## config.mk

```make
export PLATFORM = sky130hd
export DESIGN_NAME = pmoc_top
export DESIGN_NICKNAME = d
export VERILOG_FILES = /design/src/inc/pmoc_pkg.sv /design/src/inc/pmoc_wave_if.sv /design/src/design/pmoc_top.sv /design/src/design/pmoc_wave_gen.sv
export VERILOG_INCLUDE_DIRS = /design/src /design/src/inc
export SDC_FILE = /design/constraint.sdc
export NUM_CORES = 1
export LEC_CHECK = 0
export CORE_UTILIZATION = 35
export DETAILED_ROUTE_END_ITERATION = 10
export DONT_BUFFER_PORTS = 1
export HOLD_SLACK_MARGIN = 0.03
export PLACE_DENSITY = 0.56
export SYNTH_ARGS = -nofsm -noshare
export SYNTH_HDL_FRONTEND = slang
export SYNTH_SLANG_ARGS = --single-unit
```

## constraint.sdc

```tcl
create_clock -name i_clock -period 5.1 [get_ports i_clock]
set_input_delay 0.255 -clock i_clock [delete_from_list [all_inputs] [get_ports i_clock]]
set_output_delay 0.255 -clock i_clock [all_outputs]
set_load 0.05 [all_outputs]
```

## src/inc/pmoc_defs.svh

```systemverilog
`ifndef PMOC_DEFS_SVH
`define PMOC_DEFS_SVH

// ----------------------------------------------------------------
// Clock and timing
// ----------------------------------------------------------------
`define PMOC_CLK_PERIOD_NS 8
`define PMOC_MS_NS 1000000
`define PMOC_MS_CYCLES (`PMOC_MS_NS / `PMOC_CLK_PERIOD_NS)
`define PMOC_PWM_HZ 1000
`define PMOC_PWM_STEPS 250
`define PMOC_PWM_STEP_CYCLES (1000000000 / (`PMOC_PWM_HZ * `PMOC_CLK_PERIOD_NS * `PMOC_PWM_STEPS))
`define PMOC_PFM_PULSE_MS 10
`define PMOC_PFM_PERIOD_MS 20
`define PMOC_MS_PER_S 1000
`define PMOC_RESEED_MIN_MS 15
`define PMOC_RESEED_MAX_MS 25
`define PMOC_HALT_MS 50

// ----------------------------------------------------------------
// Field positions and codes
// ----------------------------------------------------------------
`define PMOC_CFG_RESET 8'h00
`define PMOC_UI_ACT_MOV 3'h0
`define PMOC_UI_LATCH_MOV 3'h1
`define PMOC_UI_MOV_INPUT 3'h2
`define PMOC_UI_PROX_TOUCH 3'h3
`define PMOC_MOV_PFM 2'h0
`define PMOC_MOV_PWM 2'h1
`define PMOC_MOV_LATCH 2'h2
`define PMOC_MOV_PFM_ACT 2'h3
`define PMOC_LATE_BIT 7
`define PMOC_ACF_BIT 2
`define PMOC_MULTI_BIT 1

// ----------------------------------------------------------------
// Lookup tables, highest code first
// ----------------------------------------------------------------
`define PMOC_SCAN_TBL {8'h80, 8'h40, 8'h20, 8'h10}
`define PMOC_PROX_TBL {12'h010, 12'h008, 12'h004, 12'h002}
`define PMOC_TOUCH_TBL {7'h5A, 7'h3C, 7'h1E, 7'h0F, 7'h0A, 7'h06, 7'h04, 7'h02}
`define PMOC_MOV_TBL {12'h008, 12'h006, 12'h004, 12'h002}
`define PMOC_TMR_TBL {9'h1E0, 9'h0F0, 9'h078, 9'h03C, 9'h028, 9'h014, 9'h00A, 9'h005}
`define PMOC_RS_PROX_ADD 12'h004
`define PMOC_RS_ACT_ADD100 21'h003E8
`define PMOC_PCT_SCALE 12'h064
`define PMOC_AC_BASE_SHIFT 3'h2

`endif

```

## src/inc/pmoc_pkg.sv

```systemverilog
package pmoc_pkg;
  typedef enum logic [1:0] {PIN_IDLE, PIN_LOW, PIN_HALT} pmoc_pin_st_t;

  typedef struct packed {
    logic [7:0] scan;
    logic [7:0] thr;
    logic [7:0] tmr;
    logic [7:0] misc;
    logic loaded;
    logic act;
    logic prox;
    logic latch;
    logic forced_off;
    logic reseed;
    logic soft_rst;
    logic reduce;
    pmoc_pin_st_t pin_st;
    logic [16:0] ms_cnt;
    logic ms_tick;
    logic [9:0] sec_ms;
    logic [8:0] idle_s;
    logic [6:0] low_ms;
    logic [7:0] intens;
    logic [7:0] depth;
  } pmoc_state_t;

  typedef struct packed {
    logic [9:0] pre;
    logic [7:0] step;
    logic [8:0] pfm_ms;
    logic pfm_n;
    logic pwm;
  } pmoc_wave_t;
endpackage : pmoc_pkg

```

## src/inc/pmoc_wave_if.sv

```systemverilog
`timescale 1ns/10ps
`default_nettype none
interface pmoc_wave_if;
  logic [7:0] level;
  logic ms_tick;
  logic pfm_n;
  logic pwm;
  modport src (output level, output ms_tick, input pfm_n, input pwm);
  modport gen (input level, input ms_tick, output pfm_n, output pwm);
endinterface : pmoc_wave_if
`default_nettype wire

```

## src/design/pmoc_top.sv

```systemverilog
// What this block does
// - Two-bit field picks scan interval during activation.
// - Late release: deassert below half touch threshold.
// - Proximity threshold exceeded freezes drift filters.
// - Proximity drives a pin only in prox-touch mode.
// - Percentage delta above touch threshold triggers activation.
// - Movement when delta exceeds movement threshold.
// - No-movement timeout clears activation in some modes.
// - Pulse-density mode: 10 ms pulses, 20 ms period at level 249, longer at lower levels.
// - Saturated movement holds pulse-density output low.
// - Mode 01 gives 1 kHz movement PWM.
// - Mode 10 latches output on first movement.
// - Latch releases after no-movement timer.
// - Mode 11 pulses only while activated.
// - Movement-input mode puts movement on primary pin.
// - AC filter increase bit strengthens sample filter.
// - In activation-and-movement mode, multifunction bit makes primary pin depth PWM.
// - Depth PWM forces movement mode 01 to 00.
// - Cleared multifunction bit: input means halt/reseed.
// - Set multifunction bit: input pulse toggles reduced sensitivity.
// - Low 15 to 25 ms requests reseed.
// - Low over 50 ms halts; release soft-resets.
// - Reduced sensitivity: filter doubles, proximity and touch thresholds raised.
`timescale 1ns/10ps
`default_nettype none
`include "pmoc_defs.svh"
module pmoc_top #(
  parameter int MS_CYCLES = `PMOC_MS_CYCLES
) (
  input wire logic i_clock,
  input wire logic i_arst_n,
  input wire logic i_clk_en,
  input wire logic i_cfg_write,
  input wire logic [7:0] i_scan_time_config,
  input wire logic [7:0] i_threshold_config,
  input wire logic [7:0] i_timer_output_ui_config,
  input wire logic [7:0] i_filter_input_misc_config,
  input wire logic i_sample_valid,
  input wire logic [11:0] i_lta,
  input wire logic [11:0] i_lta_delta,
  input wire logic [11:0] i_move_delta,
  input wire logic i_primary_pin_in,
  input wire logic i_secondary_pin_in,
  output logic o_primary_pin_out,
  output logic o_primary_pin_oe,
  output logic o_secondary_pin_out,
  output logic o_secondary_pin_oe,
  output logic o_activation,
  output logic o_filter_freeze,
  output logic o_reseed,
  output logic o_halt_charge,
  output logic o_soft_reset,
  output logic o_reduced,
  output logic [2:0] o_ac_filter_shift,
  output logic [7:0] o_act_scan_ms,
  output logic [7:0] o_scan_time_config,
  output logic [7:0] o_threshold_config,
  output logic [7:0] o_timer_output_ui_config,
  output logic [7:0] o_filter_input_misc_config
);
  import pmoc_pkg::*;

  // ----------------------------------------------------------------
  // Tables and constants
  // ----------------------------------------------------------------
  localparam logic [3:0][7:0] SCAN_TBL = `PMOC_SCAN_TBL;
  localparam logic [3:0][11:0] PROX_TBL = `PMOC_PROX_TBL;
  localparam logic [7:0][6:0] TOUCH_TBL = `PMOC_TOUCH_TBL;
  localparam logic [3:0][11:0] MOV_TBL = `PMOC_MOV_TBL;
  localparam logic [7:0][8:0] TMR_TBL = `PMOC_TMR_TBL;
  localparam logic [11:0] SAT = 12'(`PMOC_PWM_STEPS);

  logic [1:0] rst_sync;
  logic rst_n;
  pmoc_state_t s;
  pmoc_state_t n;
  logic [2:0] ui;
  logic [1:0] mov_mode;
  logic depth_pwm;
  logic [11:0] prox_thr;
  logic [11:0] mov_thr;
  logic [11:0] excess;
  logic prox_hit;
  logic move_hit;
  logic [20:0] delta100;
  logic [20:0] on_lim;
  logic act_on;
  logic act_off;
  logic sec_wrap;
  logic timeout;
  logic in_pin;
  logic mov_level;

  pmoc_wave_if mov_w ();
  pmoc_wave_if dep_w ();

  // ----------------------------------------------------------------
  // Reset release
  // ----------------------------------------------------------------
  always_ff @(posedge i_clock or negedge i_arst_n) begin
    if (!i_arst_n) begin
      rst_sync <= 2'h0;
    end else begin
      rst_sync <= {rst_sync[0], 1'b1};
    end
  end
  assign rst_n = rst_sync[1];

  // ----------------------------------------------------------------
  // Decisions from the current sample
  // ----------------------------------------------------------------
  assign ui = s.tmr[2:0];
  assign depth_pwm = (ui == `PMOC_UI_ACT_MOV) && s.misc[`PMOC_MULTI_BIT];
  assign mov_mode = (depth_pwm && s.tmr[4:3] == `PMOC_MOV_PWM) ? `PMOC_MOV_PFM
                  : s.tmr[4:3];
  assign prox_thr = PROX_TBL[s.thr[6:5]] + (s.reduce ? `PMOC_RS_PROX_ADD : 12'h000);
  assign prox_hit = i_lta_delta > prox_thr;
  assign mov_thr = MOV_TBL[s.thr[1:0]];
  assign move_hit = i_move_delta > mov_thr;
  assign excess = i_move_delta - mov_thr;
  assign delta100 = 21'(i_lta_delta * `PMOC_PCT_SCALE);
  assign on_lim = 21'(i_lta * TOUCH_TBL[s.thr[4:2]])
                + (s.reduce ? `PMOC_RS_ACT_ADD100 : 21'h000000);
  assign act_on = delta100 > on_lim;
  // Late release compares twice the delta, which is half the threshold without a divider.
  assign act_off = s.thr[`PMOC_LATE_BIT] ? ({delta100[19:0], 1'b0} < on_lim)
                 : (delta100 <= on_lim);
  assign sec_wrap = s.ms_tick && (s.sec_ms == 10'(`PMOC_MS_PER_S - 1));
  assign timeout = sec_wrap && (s.idle_s + 9'h001 == TMR_TBL[s.tmr[7:5]]);
  assign in_pin = i_secondary_pin_in;

  // ----------------------------------------------------------------
  // Next state
  // ----------------------------------------------------------------
  always_comb begin
    n = s;
    n.reseed = 1'b0;
    n.soft_rst = 1'b0;
    n.ms_tick = 1'b0;
    if (s.ms_cnt == 17'(MS_CYCLES - 1)) begin
      n.ms_cnt = '0;
      n.ms_tick = 1'b1;
    end else begin
      n.ms_cnt = s.ms_cnt + 17'h00001;
    end

    if (!s.loaded || s.soft_rst || i_cfg_write) begin
      n.loaded = 1'b1;
      n.scan = i_scan_time_config;
      n.thr = i_threshold_config;
      n.tmr = i_timer_output_ui_config;
      n.misc = i_filter_input_misc_config;
    end

    if (s.ms_tick) begin
      n.sec_ms = sec_wrap ? 10'h000 : s.sec_ms + 10'h001;
      if (sec_wrap && s.idle_s != 9'h1FF) begin
        n.idle_s = s.idle_s + 9'h001;
      end
    end

    // Sensing stops entirely during halt charge.
    if (i_sample_valid && s.pin_st != PIN_HALT) begin
      n.prox = prox_hit;
      n.intens = move_hit ? ((excess > SAT) ? SAT[7:0] : excess[7:0]) : 8'h00;
      n.depth = (i_lta_delta > SAT) ? SAT[7:0] : i_lta_delta[7:0];
      if (move_hit) begin
        n.latch = 1'b1;
        n.idle_s = '0;
        n.sec_ms = '0;
      end
      if (!s.act && act_on && !s.forced_off) begin
        n.act = 1'b1;
      end else if (s.act && act_off) begin
        n.act = 1'b0;
      end
      if (act_off) begin
        n.forced_off = 1'b0;
      end
    end

    // A movement in the same sample restarts the timer, so it wins over the timeout.
    if (timeout && !(i_sample_valid && move_hit)) begin
      n.latch = 1'b0;
      if (ui == `PMOC_UI_ACT_MOV || ui == `PMOC_UI_PROX_TOUCH) begin
        n.act = 1'b0;
        n.forced_off = 1'b1;
        n.reseed = 1'b1;
      end
    end

    // Only the movement-and-input interface listens to the secondary pin.
    unique case (s.pin_st)
      PIN_IDLE: begin
        if (ui == `PMOC_UI_MOV_INPUT && !in_pin) begin
          n.pin_st = PIN_LOW;
          n.low_ms = '0;
        end
      end
      PIN_LOW: begin
        if (in_pin) begin
          n.pin_st = PIN_IDLE;
          if (s.low_ms >= 7'(`PMOC_RESEED_MIN_MS) && s.low_ms < 7'(`PMOC_RESEED_MAX_MS)) begin
            if (s.misc[`PMOC_MULTI_BIT]) begin
              n.reduce = ~s.reduce;
            end else begin
              n.reseed = 1'b1;
            end
          end
        end else if (s.ms_tick) begin
          // Saturating keeps a very long press from wrapping back into the reseed window.
          n.low_ms = (s.low_ms == 7'h7F) ? s.low_ms : s.low_ms + 7'h01;
          if (s.low_ms >= 7'(`PMOC_HALT_MS) && !s.misc[`PMOC_MULTI_BIT]) begin
            n.pin_st = PIN_HALT;
          end
        end
      end
      PIN_HALT: begin
        if (in_pin) begin
          n.pin_st = PIN_IDLE;
          n.soft_rst = 1'b1;
        end
      end
    endcase

    // Soft reset keeps the activation state but restarts timers and sensitivity.
    if (s.soft_rst) begin
      n.latch = 1'b0;
      n.reduce = 1'b0;
      n.forced_off = 1'b0;
      n.idle_s = '0;
      n.sec_ms = '0;
    end
  end

  always_ff @(posedge i_clock or negedge rst_n) begin
    if (!rst_n) begin
      s <= '{scan: `PMOC_CFG_RESET, thr: `PMOC_CFG_RESET, tmr: `PMOC_CFG_RESET,
             misc: `PMOC_CFG_RESET, pin_st: PIN_IDLE, default: '0};
    end else if (i_clk_en) begin
      s <= n;
    end
  end

  // ----------------------------------------------------------------
  // Waveform generators
  // ----------------------------------------------------------------
  assign mov_w.level = s.intens;
  assign mov_w.ms_tick = s.ms_tick;
  assign dep_w.level = s.depth;
  assign dep_w.ms_tick = s.ms_tick;

  pmoc_wave_gen #(.STEP_CYCLES(`PMOC_PWM_STEP_CYCLES)) u_mov (
    .i_clock(i_clock),
    .i_rst_n(rst_n),
    .i_clk_en(i_clk_en),
    .w(mov_w.gen)
  );

  pmoc_wave_gen #(.STEP_CYCLES(`PMOC_PWM_STEP_CYCLES)) u_dep (
    .i_clock(i_clock),
    .i_rst_n(rst_n),
    .i_clk_en(i_clk_en),
    .w(dep_w.gen)
  );

  // ----------------------------------------------------------------
  // Pin routing, all outputs active low
  // ----------------------------------------------------------------
  always_comb begin
    unique case (mov_mode)
      `PMOC_MOV_PFM: mov_level = mov_w.pfm_n;
      `PMOC_MOV_PWM: mov_level = ~mov_w.pwm;
      `PMOC_MOV_LATCH: mov_level = ~s.latch;
      `PMOC_MOV_PFM_ACT: mov_level = s.act ? mov_w.pfm_n : 1'b1;
    endcase
  end

  always_comb begin
    o_primary_pin_out = 1'b1;
    o_primary_pin_oe = 1'b1;
    o_secondary_pin_out = 1'b1;
    o_secondary_pin_oe = 1'b1;
    unique case (ui)
      `PMOC_UI_ACT_MOV: begin
        o_primary_pin_out = depth_pwm ? ~dep_w.pwm : ~s.act;
        o_secondary_pin_out = mov_level;
      end
      `PMOC_UI_LATCH_MOV: begin
        o_primary_pin_out = ~s.latch;
        o_secondary_pin_out = mov_level;
      end
      `PMOC_UI_MOV_INPUT: begin
        o_primary_pin_out = mov_level;
        o_secondary_pin_oe = 1'b0;
      end
      `PMOC_UI_PROX_TOUCH: begin
        o_primary_pin_out = ~s.prox;
        o_secondary_pin_out = ~s.act;
      end
      default: begin
        o_primary_pin_oe = 1'b0;
        o_secondary_pin_oe = 1'b0;
      end
    endcase
  end

  // ----------------------------------------------------------------
  // Status towards the measurement engine
  // ----------------------------------------------------------------
  assign o_activation = s.act;
  assign o_filter_freeze = s.prox;
  assign o_reseed = s.reseed;
  assign o_halt_charge = (s.pin_st == PIN_HALT);
  assign o_soft_reset = s.soft_rst;
  assign o_reduced = s.reduce;
  assign o_ac_filter_shift = `PMOC_AC_BASE_SHIFT + {2'h0, s.misc[`PMOC_ACF_BIT]}
                           + {2'h0, s.reduce};
  assign o_act_scan_ms = s.act ? SCAN_TBL[s.scan[1:0]] : 8'h00;
  assign o_scan_time_config = s.scan;
  assign o_threshold_config = s.thr;
  assign o_timer_output_ui_config = s.tmr;
  assign o_filter_input_misc_config = s.misc;
  // The primary pin input is not used by these interfaces.
  logic unused_in;
  assign unused_in = i_primary_pin_in;
endmodule : pmoc_top
`default_nettype wire

```

## src/design/pmoc_wave_gen.sv

```systemverilog
`timescale 1ns/10ps
`default_nettype none
`include "pmoc_defs.svh"
module pmoc_wave_gen #(
  parameter int STEP_CYCLES = `PMOC_PWM_STEP_CYCLES
) (
  input wire logic i_clock,
  input wire logic i_rst_n,
  input wire logic i_clk_en,
  pmoc_wave_if.gen w
);
  import pmoc_pkg::*;
  localparam logic [7:0] FULL = 8'(`PMOC_PWM_STEPS);
  localparam logic [8:0] PERIOD_TOP = 9'(`PMOC_PWM_STEPS + `PMOC_PFM_PERIOD_MS - 1);
  pmoc_wave_t s;
  pmoc_wave_t n;
  logic [8:0] period;

  // ----------------------------------------------------------------
  // Pulse density: level 249 gives a 20 ms period, lower levels stretch it.
  // ----------------------------------------------------------------
  always_comb begin
    n = s;
    period = PERIOD_TOP - {1'b0, w.level};
    if (s.pre == 10'(STEP_CYCLES - 1)) begin
      n.pre = '0;
      n.step = (s.step == FULL - 8'h01) ? 8'h00 : s.step + 8'h01;
    end else begin
      n.pre = s.pre + 10'h001;
    end
    n.pwm = (s.step < w.level);
    if (w.ms_tick) begin
      if (w.level == 8'h00) begin
        n.pfm_ms = '0;
        n.pfm_n = 1'b1;
      end else if (w.level >= FULL) begin
        n.pfm_ms = '0;
        n.pfm_n = 1'b0;
      end else begin
        n.pfm_ms = (s.pfm_ms >= period - 9'h001) ? 9'h000 : s.pfm_ms + 9'h001;
        n.pfm_n = (n.pfm_ms >= 9'(`PMOC_PFM_PULSE_MS));
      end
    end
  end

  always_ff @(posedge i_clock or negedge i_rst_n) begin
    if (!i_rst_n) begin
      s <= '{pre: '0, step: '0, pfm_ms: '0, pfm_n: 1'b1, pwm: 1'b0};
    end else if (i_clk_en) begin
      s <= n;
    end
  end

  assign w.pfm_n = s.pfm_n;
  assign w.pwm = s.pwm;
endmodule : pmoc_wave_gen
`default_nettype wire

```

==> key figures <==
STA
  • RSZ-0062 raised after global routing: yes
  • Final setup skew: between 0.015 and 0.02 ns
  • Slew HR: 29.8%
  • Fmax: roughly 0.15 GHz
  • Fin crit period: ~6.5 ns
  • Tightest Pin Transition: between 1 and 1.5 ns
  • Hold Vio Cnt, Final: 0
  • Fin. max-slew vios: 0
  • Endpoints failing setup: 2
  • Period utilisation layout: 127%
  • Worst setup margin: -1.39 ns

Drt
  • Remaining antenna violation count: 0
  • Drt wl/cell: 15.4 microns
  • Via Count: approximately 11k
  • Initial DRC Count: 537
  • Initial DRT Pass Iterations: 5
  • Post-route DRC: 0
  • Vias per cell: slightly above 5
  • Final WL: 33,200 microns

Floorplan
  • Initial Util: a little over a third
  • Core area: 38,900 sq um
  • Ports: between 100 and 150
  • Rows: slightly above 70
  • Die area: approximately 41,000 sq um
  • Die Ht: around 200 microns
  • Die width: around 200 microns

Hold path
  • Worst min path class: in -> async

Synth
  • Unique masters post-synth: 70
  • Top post-synthesis cells by area: dfrtp_1 27%, ha_1 17%, fa_1 9.2%
  • Post-synth ARST share: between 90% and 100%
  • Seq cells post-synth: roughly 150
  • Synth Instances: roughly 1.5k
  • Number of flops mapped to enable cells by yosys: 0
  • Area of the mapped netlist: 13,900 sq um
  • Top cell type by total area after synthesis: dfrtp_1
  • Main synth FF type: dfrtp_1
  • Syn_area_per_cell: 9.12 sq um
  • Ys Warns: 0
  • Top cell type's share of synthesized area: roughly 27%
  • Sequential share of the synthesized area: between 20% and 30%

Critical path
  • Delay-heaviest family, CP: adder cells
  • Crit-path slowest cell: fa_1
  • Startpoint types: flop
  • CP max FO: 8
  • Arrival time worst endpoint: around 6.8 ns
  • WS Path Type: reg -> reg
  • Worst setup EP type: flop
  • Buf/Inv on CP: 4
  • CP max stage delay: 0.52 ns
  • Crit path required time: 5.40 ns

Power and ir drop
  • PwrDens: between 700 and 800 nW/um^2
  • Leakage power: 7.88 nW
  • Post-layout power: about 13 mW
  • Peak supply drop: between 0.7 and 0.8 mV

Global routing
  • Tot GR Track Use: 16.8%
  • Vias in the first global route: between 10k and 15k
  • First-pass GRT wire length: about 56,000 microns
  • Initial antenna violation count: 0
  • Gr ovfl total: 0
  • Pin count of the biggest net entering global routing: slightly above 60

Clocking
  • Clock Pin Slew Worst Setup and Hold Paths: around 0.070 ns
  • Clk root buf: clkbuf_16
  • TritonCTS clock tree: done
  • Clk buf depth: 2
  • Clock sinks: around 150
  • Skew-Pair Late Insertion Delay: 0.43 ns
  • CTS H-tree lvls: 4
  • CTS Buf Count: 17

Final layout
  • Multi-input gate area: 9490 sq um
  • Area delta synth->final: 17.1%
  • Fillers: around 3.8k
  • ANT cells: 0
  • NumNets Final: a little under 2k
  • Most frequent cells in the layout: 174 x ha_1, 150 x dfrtp_1, 145 x inv_1
  • Most common cell after layout, fill and taps aside: ha_1
  • FF/Latch Area: around 3800 sq um
  • Share of cells above drive strength 1: roughly 15%
  • Final core utilization: a little over two fifths

Place
  • Final HPWL DP: roughly 26,000 microns
  • GP Congestion: about 0.85
  • Port-buffer cells: 0

Job
  • Max Cap Viol: 0

Run status
  • Failing checks: setup timing
  • Outcome: complete, but fails checks
## through the flow
step | worst slack (ns) | std cells | setup TNS [ns] | area (sq um) | hold WS, ns
after floorplan | -1.05 | 1532 | -2.08 | 14100 | -0.0406
after global placement | -1.32 | 2062 | -2.64 | 15000 | -0.0405
after detailed placement | -1.40 | 2062 | -2.80 | 15000 | -0.0405
after CTS | -1.35 | 2144 | -2.65 | 16100 | 0.0301
after global routing | -1.66 | 2155 | -3.25 | 16300 | 0.0398
final | -1.39 | 2155 | -2.68 | 16300 | 0.0484
## path summary, 6_finish.rpt
path / startpoint / endpoint / slack (ns) / cells past startpoint
hold reg to reg: rst_sync[0] / rst_sync[1] / 0.36 / 0
max in group asynchronous: rst_sync[1] / dep_w.level[6] / 3.49 / 1
min in group i_clock: i_clk_en / s[36] / 0.05 / 3
hold / removal: i_arst_n / rst_sync[0] / 0.05 / 1
setup reg to reg: o_threshold_config[3] / o_activation / -1.39 / 27
setup / recovery: o_threshold_config[3] / o_activation / -1.39 / 27
## Yosys cell counts (3+ instances only)
master / n
nand2_1: 115
a21oi_1: 64
o211ai_1: 5
o41ai_1: 7
nand2b_1: 20
mux2i_1: 7
or3_1: 16
o21bai_1: 4
nand4b_1: 3
and4_1: 6
nor3_1: 26
o21a_1: 10
buf_2: 3
a2111oi_0: 3
nor2_1: 78
fa_1: 64
xnor2_1: 45
clkbuf_1: 31
a211oi_1: 5
a22o_1: 4
or2_2: 5
mux2_2: 38
a21o_1: 44
and3_1: 49
nand3b_1: 3
nor2b_1: 14
nand4_1: 29
a31oi_1: 16
o31ai_1: 9
ha_1: 184
nand3_1: 55
and2_1: 33
o22ai_1: 7
xor2_1: 35
dfrtp_1: 151
inv_1: 152
buf_4: 36
or4_1: 4
o21ai_0: 95
nor4_1: 12
## per-layer routing
layer / GRT usage (%) / part of all wire, % / routed length, microns / up-vias
li1: - / - / - / 5475
met1: 21.8 / 46 / 15300 / 5446
met2: 29.2 / 50 / 16500 / 131
met3: 2.32 / 2.8 / 919 / 30
met4: 4.14 / 1.5 / 486 / 0
met5: 0 / 0 / 0 / -
## registers in the layout (all words and copies together), names as in the netlist
name                        count
dep_w.level                     8
dep_w.ms_tick                   1
mov_w.level                     8
o_activation                    1
o_filter_freeze                 1
o_filter_input_misc_config      8
o_reduced                       1
o_reseed                        1
o_scan_time_config              8
o_soft_reset                    1
o_threshold_config              8
o_timer_output_ui_config        8
rst_sync                        2
s                              48
u_dep.s                        18
u_dep.w.pwm                     1
u_mov.s                        27
u_mov.w.pfm_n                   1
u_mov.w.pwm                     1
## power by group
| part | switching [mW] | internal, mW |
|---|---|---|
| registers | 0.420 | 1.37 |
| logic | 4.85 | 5.07 |
| clock network | 0.548 | 0.685 |
## worst register-to-register path, delay by kind of cell, from the launching register on
kind,cells,cell delay (ns)
adder cells (fa/ha/maj),7,2.47
multiplexers,1,0.15
flip-flops,1,0.42
AND/OR/NAND/NOR,3,0.28
XOR/XNOR,1,0.14
buffers and inverters,4,0.53
AO/OA/AOI/OAI,11,2.37
## kinds of logic after synthesis
group                    count (synthesis)  share of synthesized area (%)
AND/OR/NAND/NOR                        481                           18.0
AO/OA/AOI/OAI                          295                           13.3
adder cells (fa/ha/maj)                248                           25.7
buffers and inverters                  225                           7.11
flip-flops                             152                           27.3
XOR/XNOR                                80                           5.03
multiplexers                            45                           3.57
other                                    2                         0.0539
## layout make-up
class	count	share of cell area, %
clock buffer	18	2.63
clock inverter	14	0.859
inverter	152	3.50
multi-input combinational	1155	58.2
sequential	152	23.3
tap	518	3.97
timing repair buffer	146	7.53
## timing repair
item,CTS,global route
hold buffers,45,0
resized for setup,20,25
endpoints found under the hold margin,62,0
endpoints found under the setup margin,2,2
setup buffers,4,11
pin swaps,11,32
gates cloned,1,0
(Power assumes the default switching activity.)
